`config.mk`:
```
export PLATFORM = sky130hd
export DESIGN_NAME = match_capture_timer
export DESIGN_NICKNAME = d
export VERILOG_FILES = /design/src/verilog/timer_pkg.sv /design/src/verilog/edge_if.sv /design/src/verilog/edge_detect.sv /design/src/verilog/match_capture_timer.sv
export SDC_FILE = /design/constraint.sdc
export NUM_CORES = 1
export LEC_CHECK = 0
export BUFFER_PORTS_ARGS = -buffer_cell sky130_fd_sc_hd__buf_4
export CORE_MARGIN = 5
export CORE_UTILIZATION = 36
export DETAILED_ROUTE_END_ITERATION = 6
export SYNTH_ARGS = -nofsm -noshare
export SYNTH_HDL_FRONTEND = slang
export SYNTH_SLANG_ARGS = --single-unit
```
`constraint.sdc`:
```
create_clock -name clk_i -period 7.25 [get_ports clk_i]
set_input_delay 1.0875 -clock clk_i [delete_from_list [all_inputs] [get_ports clk_i]]
set_output_delay 1.0875 -clock clk_i [all_outputs]
set_load 0.05 [all_outputs]
```
`src/verilog/timer_pkg.sv`:
```
// constants of the match/capture timer: register map, field layout, reset values
// assumes a 32-bit classic wishbone slave port with byte addresses
package timer_pkg;

    // ==========================================================
    // sizes
    localparam int DW = 32;
    localparam int NUM_MATCH = 4;
    localparam int NUM_CAP = 2;
    localparam int NUM_DMA = 2;

    // ==========================================================
    // register byte offsets
    localparam logic [7:0] OFS_CTRL = 8'h00;
    localparam logic [7:0] OFS_COUNT = 8'h04;
    localparam logic [7:0] OFS_PRESC = 8'h08;
    localparam logic [7:0] OFS_PCNT = 8'h0c;
    localparam logic [7:0] OFS_MCTRL = 8'h10;
    localparam logic [7:0] OFS_MATCH [NUM_MATCH] = '{8'h14, 8'h18, 8'h1c, 8'h20};
    localparam logic [7:0] OFS_CCTRL = 8'h24;
    localparam logic [7:0] OFS_CAP [NUM_CAP] = '{8'h28, 8'h2c};
    localparam logic [7:0] OFS_OCTRL = 8'h30;
    localparam logic [7:0] OFS_DMA = 8'h34;
    localparam logic [7:0] OFS_STAT = 8'h38;
    localparam logic [7:0] OFS_MASK = 8'h3c;

    // ==========================================================
    // field positions
    localparam int CTRL_EN = 0;     // counting enabled
    localparam int CTRL_RST = 1;    // hold count and prescaler count at zero
    localparam int CTRL_MODE = 2;   // 0 timer, 1 external counter
    localparam int CTRL_CRISE = 3;  // counter mode: count rising edges
    localparam int CTRL_CFALL = 4;  // counter mode: count falling edges
    localparam int CTRL_W = 5;
    localparam int MC_INT = 0;      // per match: flag event
    localparam int MC_RST = 1;      // per match: zero the count
    localparam int MC_STOP = 2;     // per match: halt counting
    localparam int MC_STRIDE = 3;
    localparam int CC_RISE = 0;     // per capture: rising edge
    localparam int CC_FALL = 1;     // per capture: falling edge
    localparam int CC_INT = 2;      // per capture: flag event
    localparam int CC_STRIDE = 3;
    localparam int OC_STRIDE = 2;   // output action per match
    localparam int OC_VAL = 8;      // output levels, read only
    localparam int ST_MATCH = 0;    // status: match flags
    localparam int ST_CAP = 4;      // status: capture flags
    localparam int ST_W = 6;

    // ==========================================================
    // reset values
    localparam logic [CTRL_W-1:0] CTRL_RESET = 5'h00;
    localparam logic [DW-1:0] WORD_RESET = 32'h0000_0000;
    localparam logic [ST_W-1:0] STAT_RESET = 6'h00;

    // ==========================================================
    // output action on match
    typedef enum logic [1:0] {
        ACT_NONE = 2'h0,
        ACT_LOW = 2'h1,
        ACT_HIGH = 2'h2,
        ACT_TOGGLE = 2'h3
    } out_act_t;

endpackage

```
`src/verilog/edge_if.sv`:
```
// carrier between the timer core and its edge detector
// assumes both ends run on the same clock
`timescale 1ns/10ps
interface edge_if #(parameter int N_CAP = 2);
    logic [N_CAP-1:0] cap_in;
    logic [N_CAP-1:0] cap_rise;
    logic [N_CAP-1:0] cap_fall;
    logic [N_CAP-1:0] cap_evt;
    logic cnt_in;
    logic cnt_rise;
    logic cnt_fall;
    logic cnt_tick;

    modport core (output cap_in, cap_rise, cap_fall, cnt_in, cnt_rise, cnt_fall, input cap_evt, cnt_tick);
    modport det (input cap_in, cap_rise, cap_fall, cnt_in, cnt_rise, cnt_fall, output cap_evt, cnt_tick);
endinterface

```
`src/verilog/edge_detect.sv`:
```
// edge detector for the capture inputs and the external count input
// assumes inputs already synchronous to clk_i
`timescale 1ns/10ps
module edge_detect #(
    parameter int N_CAP = 2
) (
    // clock and reset
    input wire logic clk_i,
    input wire logic rst_i,
    // link to core
    edge_if.det e
);
    logic [N_CAP-1:0] cap_prev_q;
    logic cnt_prev_q;

    // ==========================================================
    // previous input levels
    always_ff @(posedge clk_i) begin
        if (rst_i) begin
            cap_prev_q <= '0;
            cnt_prev_q <= 1'b0;
        end else begin
            cap_prev_q <= e.cap_in;
            cnt_prev_q <= e.cnt_in;
        end
    end

    // ==========================================================
    // selected edges per channel
    for (genvar i = 0; i < N_CAP; i++) begin : g_cap
        assign e.cap_evt[i] = (e.cap_rise[i] & ~cap_prev_q[i] & e.cap_in[i])
                            | (e.cap_fall[i] & cap_prev_q[i] & ~e.cap_in[i]);
    end

    assign e.cnt_tick = (e.cnt_rise & ~cnt_prev_q & e.cnt_in) | (e.cnt_fall & cnt_prev_q & ~e.cnt_in);
endmodule

```
`src/verilog/match_capture_timer.sv`:
```
// match/capture timer with prescaler, wishbone register port and one interrupt line
// assumes classic wishbone master on clk_i, pins synchronous to clk_i
//
// The register addresses and the Wishbone register port were left to the implementer.
`timescale 1ns/10ps
module match_capture_timer
    import timer_pkg::*;
#(
    parameter int N_CAP = NUM_CAP
) (
    // clock and reset
    input wire logic clk_i,
    input wire logic rst_i,
    // wishbone slave
    input wire logic wb_cyc_i,
    input wire logic wb_stb_i,
    input wire logic wb_we_i,
    input wire logic [7:0] wb_adr_i,
    input wire logic [3:0] wb_sel_i,
    input wire logic [DW-1:0] wb_dat_i,
    output logic [DW-1:0] wb_dat_o,
    output logic wb_ack_o,
    // pins
    input wire logic count_in_i,
    input wire logic [N_CAP-1:0] cap_in_i,
    output logic [NUM_MATCH-1:0] match_out_o,
    output logic [NUM_DMA-1:0] dma_req_o,
    output logic irq_o
);

    // ==========================================================
    // state
    logic ack_q;
    logic [DW-1:0] dat_q;
    logic [CTRL_W-1:0] ctrl_q;
    logic [DW-1:0] count_q;
    logic [DW-1:0] presc_q;
    logic [DW-1:0] pcnt_q;
    logic [NUM_MATCH*MC_STRIDE-1:0] mctrl_q;
    logic [DW-1:0] match_q [NUM_MATCH];
    logic [N_CAP*CC_STRIDE-1:0] cctrl_q;
    logic [DW-1:0] cap_q [N_CAP];
    logic [NUM_MATCH*OC_STRIDE-1:0] octrl_q;
    logic [NUM_DMA-1:0] dma_q;
    logic [ST_W-1:0] stat_q;
    logic [ST_W-1:0] mask_q;
    logic [NUM_MATCH-1:0] mout_q;
    logic [NUM_DMA-1:0] dma_req_q;

    // ==========================================================
    // bus decode
    logic req;
    logic wr;
    logic rd_done;
    logic [DW-1:0] rdata;
    logic [DW-1:0] wmerged;
    logic [ST_W-1:0] stat_clr;
    logic [ST_W-1:0] stat_set;

    assign req = wb_cyc_i & wb_stb_i;
    assign wr = req & wb_we_i & ack_q;        // write lands on the acked edge
    assign rd_done = req & ~wb_we_i & ack_q;
    assign wmerged = merge(rdata, wb_dat_i, wb_sel_i);  // lanes over the addressed register

    // byte-lane merge of a write
    function automatic logic [DW-1:0] merge(input logic [DW-1:0] old_v, input logic [DW-1:0] new_v,
                                            input logic [3:0] sel);
        logic [DW-1:0] r;
        r = old_v;
        for (int b = 0; b < 4; b++) begin
            if (sel[b]) begin
                r[b*8 +: 8] = new_v[b*8 +: 8];
            end
        end
        return r;
    endfunction

    // one-cycle ack, dropped after each answer
    always_ff @(posedge clk_i) begin
        if (rst_i) begin
            ack_q <= 1'b0;
        end else begin
            ack_q <= req & ~ack_q;
        end
    end

    // read data captured while the request waits
    always_ff @(posedge clk_i) begin
        if (rst_i) begin
            dat_q <= WORD_RESET;
        end else if (req & ~ack_q) begin
            dat_q <= rdata;
        end
    end

    assign wb_ack_o = ack_q;
    assign wb_dat_o = dat_q;

    // read mux, unmapped reads as zero
    always_comb begin
        rdata = WORD_RESET;
        unique case (wb_adr_i)
            OFS_CTRL: rdata[CTRL_W-1:0] = ctrl_q;
            OFS_COUNT: rdata = count_q;
            OFS_PRESC: rdata = presc_q;
            OFS_PCNT: rdata = pcnt_q;
            OFS_MCTRL: rdata[NUM_MATCH*MC_STRIDE-1:0] = mctrl_q;
            OFS_CCTRL: rdata[N_CAP*CC_STRIDE-1:0] = cctrl_q;
            OFS_OCTRL: rdata = {20'h0_0000, mout_q, octrl_q};
            OFS_DMA: rdata[NUM_DMA-1:0] = dma_q;
            OFS_STAT: rdata[ST_W-1:0] = stat_q;
            OFS_MASK: rdata[ST_W-1:0] = mask_q;
            default: rdata = WORD_RESET;
        endcase
        for (int i = 0; i < NUM_MATCH; i++) begin
            if (wb_adr_i == OFS_MATCH[i]) begin
                rdata = match_q[i];
            end
        end
        for (int i = 0; i < N_CAP; i++) begin
            if (wb_adr_i == OFS_CAP[i]) begin
                rdata = cap_q[i];
            end
        end
    end

    // ==========================================================
    // edge detector
    edge_if #(.N_CAP(N_CAP)) eif ();

    assign eif.cap_in = cap_in_i;
    assign eif.cnt_in = count_in_i;
    assign eif.cnt_rise = ctrl_q[CTRL_CRISE];
    assign eif.cnt_fall = ctrl_q[CTRL_CFALL];
    for (genvar i = 0; i < N_CAP; i++) begin : g_csel
        assign eif.cap_rise[i] = cctrl_q[i*CC_STRIDE+CC_RISE];
        assign eif.cap_fall[i] = cctrl_q[i*CC_STRIDE+CC_FALL];
    end

    edge_detect #(.N_CAP(N_CAP)) u_edge (
        .clk_i(clk_i),
        .rst_i(rst_i),
        .e(eif.det)
    );

    // ==========================================================
    // count path
    logic run;
    logic ptick;
    logic inc;
    logic [NUM_MATCH-1:0] hit;
    logic [NUM_MATCH-1:0] hit_rst;
    logic [NUM_MATCH-1:0] hit_stop;
    logic any_rst;
    logic any_stop;

    assign run = ctrl_q[CTRL_EN] & ~ctrl_q[CTRL_RST];
    assign ptick = run & (ctrl_q[CTRL_MODE] ? eif.cnt_tick : 1'b1);
    assign inc = ptick & (pcnt_q == presc_q);

    // compare each match on a count step
    for (genvar i = 0; i < NUM_MATCH; i++) begin : g_hit
        assign hit[i] = inc & (count_q == match_q[i]);
        assign hit_rst[i] = hit[i] & mctrl_q[i*MC_STRIDE+MC_RST];
        assign hit_stop[i] = hit[i] & mctrl_q[i*MC_STRIDE+MC_STOP];
    end
    assign any_rst = |hit_rst;
    assign any_stop = |hit_stop;

    // control word; stop match clears enable
    always_ff @(posedge clk_i) begin
        if (rst_i) begin
            ctrl_q <= CTRL_RESET;
        end else if (wr && wb_adr_i == OFS_CTRL) begin
            ctrl_q <= wmerged[CTRL_W-1:0];
        end else if (any_stop) begin
            ctrl_q[CTRL_EN] <= 1'b0;
        end
    end

    // count register
    always_ff @(posedge clk_i) begin
        if (rst_i) begin
            count_q <= WORD_RESET;
        end else if (wr && wb_adr_i == OFS_COUNT) begin
            count_q <= merge(count_q, wb_dat_i, wb_sel_i);
        end else if (ctrl_q[CTRL_RST]) begin
            count_q <= WORD_RESET;
        end else if (inc && !any_stop) begin
            // zero on reset match, else keep counting
            count_q <= any_rst ? WORD_RESET : count_q + 32'h0000_0001;
        end
    end

    // prescaler register and its running count
    always_ff @(posedge clk_i) begin
        if (rst_i) begin
            presc_q <= WORD_RESET;
        end else if (wr && wb_adr_i == OFS_PRESC) begin
            presc_q <= merge(presc_q, wb_dat_i, wb_sel_i);
        end
    end

    always_ff @(posedge clk_i) begin
        if (rst_i) begin
            pcnt_q <= WORD_RESET;
        end else if (ctrl_q[CTRL_RST] || inc) begin
            pcnt_q <= WORD_RESET;
        end else if (ptick) begin
            pcnt_q <= pcnt_q + 32'h0000_0001;
        end
    end

    // ==========================================================
    // match, capture and output configuration
    always_ff @(posedge clk_i) begin
        if (rst_i) begin
            mctrl_q <= '0;
            cctrl_q <= '0;
            octrl_q <= '0;
            dma_q <= '0;
            mask_q <= STAT_RESET;
        end else if (wr) begin
            if (wb_adr_i == OFS_MCTRL) mctrl_q <= wmerged[NUM_MATCH*MC_STRIDE-1:0];
            if (wb_adr_i == OFS_CCTRL) cctrl_q <= wmerged[N_CAP*CC_STRIDE-1:0];
            if (wb_adr_i == OFS_OCTRL) octrl_q <= wmerged[NUM_MATCH*OC_STRIDE-1:0];
            if (wb_adr_i == OFS_DMA) dma_q <= wmerged[NUM_DMA-1:0];
            if (wb_adr_i == OFS_MASK) mask_q <= wmerged[ST_W-1:0];
        end
    end

    // match values and capture snapshots
    for (genvar i = 0; i < NUM_MATCH; i++) begin : g_mreg
        always_ff @(posedge clk_i) begin
            if (rst_i) begin
                match_q[i] <= WORD_RESET;
            end else if (wr && wb_adr_i == OFS_MATCH[i]) begin
                match_q[i] <= merge(match_q[i], wb_dat_i, wb_sel_i);
            end
        end
    end

    for (genvar i = 0; i < N_CAP; i++) begin : g_cap
        always_ff @(posedge clk_i) begin
            if (rst_i) begin
                cap_q[i] <= WORD_RESET;
            end else if (eif.cap_evt[i]) begin
                cap_q[i] <= count_q;
            end
        end
    end

    // ==========================================================
    // match outputs
    always_ff @(posedge clk_i) begin
        if (rst_i) begin
            mout_q <= '0;
        end else begin
            for (int i = 0; i < NUM_MATCH; i++) begin
                if (hit[i]) begin
                    unique case (out_act_t'(octrl_q[i*OC_STRIDE +: OC_STRIDE]))
                        ACT_NONE: mout_q[i] <= mout_q[i];
                        ACT_LOW: mout_q[i] <= 1'b0;
                        ACT_HIGH: mout_q[i] <= 1'b1;
                        ACT_TOGGLE: mout_q[i] <= ~mout_q[i];
                    endcase
                end
            end
        end
    end
    assign match_out_o = mout_q;

    // one-cycle dma request per enabled match, matches 0 and 1 only
    always_ff @(posedge clk_i) begin
        if (rst_i) begin
            dma_req_q <= '0;
        end else begin
            dma_req_q <= hit[NUM_DMA-1:0] & dma_q;
        end
    end
    assign dma_req_o = dma_req_q;

    // ==========================================================
    // interrupt status
    for (genvar i = 0; i < NUM_MATCH; i++) begin : g_sm
        assign stat_set[ST_MATCH+i] = hit[i] & mctrl_q[i*MC_STRIDE+MC_INT];
    end
    for (genvar i = 0; i < N_CAP; i++) begin : g_sc
        assign stat_set[ST_CAP+i] = eif.cap_evt[i] & cctrl_q[i*CC_STRIDE+CC_INT];
    end

    // cleared by writing one, or by reading bits that were returned
    always_comb begin
        stat_clr = '0;
        if (wr && wb_adr_i == OFS_STAT) stat_clr = wb_dat_i[ST_W-1:0];
        if (rd_done && wb_adr_i == OFS_STAT) stat_clr = dat_q[ST_W-1:0];
    end

    always_ff @(posedge clk_i) begin
        if (rst_i) begin
            stat_q <= STAT_RESET;
        end else begin
            stat_q <= (stat_q & ~stat_clr) | stat_set;
        end
    end
    assign irq_o = |(stat_q & mask_q);

    logic wr_any;
    assign wr_any = req & wb_we_i;
endmodule

```
## Yosys cells after proc, flatten, opt, wreduce, memory -nomap -nowiden

Memory sizes are Yosys's and may differ from the RTL's.
Index checks and enable logic that the tools add are counted.

| word-level totals | value |
|---|---|
| register bits | 183 |
| memory bits (writable) | 192 |
| output and inout port bits | 40 |
| logic and storage cells | 280 |
| memories kept | 2 |

| cells by class | value |
|---|---|
| add/sub/neg operators | 2 |
| equal/unequal tests | 36 |
| multiplexer cells | 104 |
| bitwise logic cells | 70 |
| reductions and logical operators | 40 |

Memories:

| memory | depth | width | read ports | clocked after Yosys merged registers in | wr ports | line | source |
|---|---|---|---|---|---|---|---|
| match_q | 4 | 32 | 4 | 0 | 4 | match_capture_timer.sv:40 | `logic [DW-1:0] match_q [NUM_MATCH];` |
| cap_q | 2 | 32 | 2 | 0 | 2 | match_capture_timer.sv:42 | `logic [DW-1:0] cap_q [N_CAP];` |

Operator list:

| cell | number |
|---|---|
| 2-to-1 mux 32 bit | 16 |
| 2-to-1 mux 8 bit | 53 |
| equality test 32 bit | 5 |
| adder 32 x 1 -> 32 bit (second input constant) | 2 |
| equality test 8 x 6 -> 1 bit (second input constant) | 8 |
| one-hot mux 20 bit (3 select lines) | 1 |
| bitwise AND 1 bit | 39 |
| AND reduction 2 bit | 17 |
| equality test 8 x 5 -> 1 bit (second input constant) | 4 |
| one-hot mux 6 bit (5 select lines) | 1 |
| one-hot mux 3 bit (9 select lines) | 1 |
| 2-to-1 mux 1 bit | 23 |
| one-hot mux 2 bit (10 select lines) | 1 |
| NOT 1 bit | 17 |
| equality test 2 bit (second input constant) | 8 |
| equality test 8 x 4 -> 1 bit (second input constant) | 2 |
| bitwise AND 6 bit | 2 |
| 2-to-1 mux 6 bit | 2 |
| one-hot mux 1 bit (3 select lines) | 4 |
| logical AND 1 bit | 10 |
| OR 1 bit | 9 |
| equality test 2 x 1 -> 1 bit (second input constant) | 4 |
| equality test 8 x 3 -> 1 bit (second input constant) | 1 |
| logical NOT 2 bit | 4 |
| other kinds (14) | 18 |

## Logic depth before layout (Yosys ltp)

| logic depth | value |
|---|---|
| word-level depth | 15 |
| mapped depth | 12 |

## Cells and area by module

From an unflattened synthesis, not the netlist that was laid out.

| second synthesis, totals | value |
|---|---|
| cells, all modules | 2051 |
| area, all modules | 19411.1 um^2 |

Modules (own cells, without submodules):

| module | instances | cells an instance | area each (um^2) | sequential area each (um^2) |
|---|---|---|---|---|
| match_capture_timer | 1 | 2036 | 19277.2 | 9369.0 |
| edge_detect | 1 | 15 | 133.9 | 60.1 |

## Least setup slack after synthesis

Ideal clock, no wire load.

| timing path | value |
|---|---|
| kind | input port to flip-flop |
| start point | input wb_adr_i[1] |
| end point | memory match_q[3][10], enable pin |
| arrival time | 3.073 ns |
| path slack | 3.849 ns |
| stages on the path | 9 |
| path buffers | 4 |
| path through | buf_6 nor4_2 buf_2 nand2_1 buf_2 nor3_1 clkbuf_1 nand2_1 nand2_1 |

RTL lines:

| what | line | source |
|---|---|---|
| from (decl) | match_capture_timer.sv:18 | `input wire logic [7:0] wb_adr_i,` |
| to (decl) | match_capture_timer.sv:40 |  |

## Worst setup path in the final report

| timing path | value |
|---|---|
| start point | register count_q[23] |
| end point | register count_q[28] |

| between the ends | value |
|---|---|
| word-level cells in the longest chain between the ends | 8 |
| elaborated cells between the ends (all ways) | 27 |
| classes of those cells | add/sub: 1; eq/ne: 4; mux: 4; bitwise: 12; reduce/logical: 6 |

RTL lines:

| what | line | source |
|---|---|---|
| from (decl) | match_capture_timer.sv:36 | `logic [DW-1:0] count_q;` |
| from (signal assigned) | match_capture_timer.sv:186 | `count_q <= merge(count_q, wb_dat_i, wb_sel_i);` |
| from (signal assigned) | match_capture_timer.sv:191 | `count_q <= any_rst ? WORD_RESET : count_q + 32'h0000_0001;` |
| parallel branches: the longest is 8 deep, another holds adder 32 x 1 -> 32 bit | n/a |  |

Parallel ways; which one is timed is not known. The select of a mux whose other input is x is not followed.
A chain may end at the register's enable or synchronous reset.

==> results.yml <==
power:
  p_leak_nw: 7.52
  total_power_mw: 4.75
  peakVddDrop_uv: 160
  p_per_area_nw_per_um2: 213
yosys:
  netlist_area_um2: 19800
  yosys-top-cells-area: "edfxtp_1 (29%), dfxtp_1 (19%), xnor2_1 (7.4%)"
  postSynthAreaPerCell_um2: 9.49
  ys.flop_type: "edfxtp_1"
  synth_seq_cells: 375
  ys_seq_area_share_pct: 47.6
  synthDistinctLibCells: 86
  syn_nets: 2140
  yosys.area.top_type: "edfxtp_1"
  synth-async-reset-ratio_pct: 0
  synth_edf_count: 192
  syn_inst: 2086
  yosysTopAreaCellShare_pct: 29.1
  ys_warn_count: 0
clock_tree:
  post_cts_buffers: 0
  ctsLongestPathBuffers: 3
  postCtsHoldBufs: 0
  clk_transition_reported_paths_ns: 0.06
  post_cts_resize_count: 0
  htreeDepth: 2
  root_buffer: "clkbuf_16"
  cts_made_buffers: 44
  clock_sinks: 375
  worstSkewPairLatency_ns: 0.59
  cts_tree: "yes"
timing:
  tightest_slew_ns: 1.23
  skew_ns: 0.0177
  maxSlewHeadroom_pct: 16.9
  rsz0062_at_grt: "no"
  layout_setup_ws_ns: 2.94
  fmax_mhz: 232
  maxSlewViolCount: 0
  setup_violations: 0
  hold_violations: 0
  period_needed_ns: 4.31
  holdWs_ns: 0.475
  finalCritPeriodShare_pct: 59.4
  setup_tns_ns: 0
place:
  place_area_um2: 20900
  post-place-ws_ns: 2.97
  port_buffers: 91
  dp_cells: 2743
  hpwl_mm: 57.5
  routabilityCongestion: 1.01
floorplanning:
  die_width_um: 244
  die_y_um: 244
  die_area_um2: 59800
  rows: 86
  pin_count: 92
  coreArea_um2: 54800
  start_util_pct: 36.1
worst_setup_path:
  crit_fanout: 46
  crit_slowest_cell: "nor4_1"
  cp_num_cells: 9
  crit_type: "reg2reg"
  r2r_cells: 9
  crit_family: "simple AND/OR/NAND/NOR gates"
  slowest_delay_ns: 1.07
  crit_chain: "xnor2_1, nand4_1, nor4_1, nand3_1, a41oi_4, buf_4, nor2_1, a221o_1, o211a_1"
  cp_data_required_time_ns: 7.72
  start_kind: "register"
  crit_buf_inv: 1
  arrival_ns: 4.77
  end_kind: "register"
grt:
  grt_pass1_vias: 16418
  grt_first_pass_wirelength_mm: 114
  grt_start_max_net_pins: 104
  grt_use_total_pct: 25.5
  antenna_found_initial: 0
  grt-ovfl-total: 0
final_layout:
  postLayoutCoreUtil_pct: 40.8
  area_delta_synth_final_pct: 12.8
  fin_area_um2: 22300
  diodes: 0
  final_nets: 2139
  instances_no_fill: 2824
  drive_above_1_share_pct: 11.5
route:
  first_iter_violations: 1979
  drt_wl_total_mm: 79.0
  drc: 0
  vias_per_cell: 6.17
  ant_nets: 0
  wl_per_cell_um: 28.0
  dr_total_vias: 17422
  dr.pass1.iters: 6
worst_hold_path:
  worstHoldPathCells: 2
  hp-class: "reg2reg"
run:
  max_cap_violations: 0
run_status:
  status: "complete, no violations"
cell families (layout without fill, tap and decap cells):
kind of cell	Yosys count	count (layout)	share of synthesized area, %
xor+xnor	188	188	8.32
flops	375	375	47.6
simple gates	879	879	23.5
fa+ha+maj	2	2	0.126
mux	13	13	0.683
buf+inv	182	216	4.04
compound gates	447	447	15.6
placed cells by master, fill, tap and decap left out, drive strengths merged, types with 6 or more instances in the layout:
cell type / n
nor2b: 8
a222oi: 20
and3: 88
a211oi: 39
buf: 126
a221oi: 18
nor3: 38
o22ai: 12
edfxtp: 192
nand2b: 9
nand3: 79
nor3b: 8
nor4: 27
nor4b: 12
xor2: 20
nand4: 64
nand3b: 14
o211ai: 6
xnor2: 168
a31oi: 10
a21oi: 114
mux2i: 9
a22oi: 69
clkbuf: 57
and2: 142
dfxtp: 183
clkinv: 13
a32oi: 8
a311oi: 20
a31o: 6
nand2: 205
nor2: 154
inv: 12
o21ai: 72
clkinvlp: 6
or3: 11
synth_stat cells (all sizes together) (6+ instances only):
library cell	n
a21oi	114
and3	88
edfxtp	192
nand4	64
a32oi	8
clkbuf	96
a211oi	39
and2	142
nor2b	8
xor2	20
a311oi	20
nor4b	12
nor3b	8
a31oi	10
dfxtp	183
a221oi	18
nand2b	9
nor4	27
o22ai	12
or3	11
nor3	38
inv	9
buf	77
mux2i	9
o21ai	72
a22oi	69
nand3b	14
nand3	79
a31o	6
xnor2	168
nand2	205
nor2	154
a222oi	20
o211ai	6
sequential cells by signal (all words and copies together) (netlist names):
register and count:
match_out_o 4, count_q 32, cctrl_q 6, presc_q 32, ctrl_q 5, wb_dat_o 32, u_edge.cnt_prev_q 1, octrl_q 8
pcnt_q 32, dma_q 2, u_edge.cap_prev_q 2, mctrl_q 12, dma_req_o 2, stat_q 6, cap_q 64, match_q 128
mask_q 6, wb_ack_o 1
routing by layer:
layer	vias up	wire, um	GRT usage (%)
li1	7657	-	-
met5	-	0	0
met1	8626	31400	33.1
met2	937	36900	41.8
met3	202	6610	4.45
met4	0	4120	11.6
power by group:
group	leakage, nW	switching [mW]	internal [mW]
combinational	3.37	0.192	0.0688
clock	0.673	0.932	1.25
sequential	3.47	0.0333	2.27
path summary, 6_finish.rpt:
path | to | from | slack, ns
hold reg to reg | wb_dat_o[1] | wb_dat_o[1] | 0.48
hold / removal | wb_dat_o[1] | wb_dat_o[1] | 0.48
setup / recovery | count_q[28] | count_q[23] | 2.94
setup reg to reg | count_q[28] | count_q[23] | 2.94
cell type report:
class,count,area [um^2]
timing repair buffer,126,946
multi-input combinational,1529,9640
clock inverter,24,194
clock buffer,57,1210
inverter,9,33.8
fill,5355,32400
tap,704,881
sequential,375,9430
tightest hold or removal path: stages (launching register included):
cell and delay, ns:
dfxtp_1 0.32, nand2_1 0.06, a21oi_1 0.05
No activity file was read; power rests on OpenSTA's default activity.
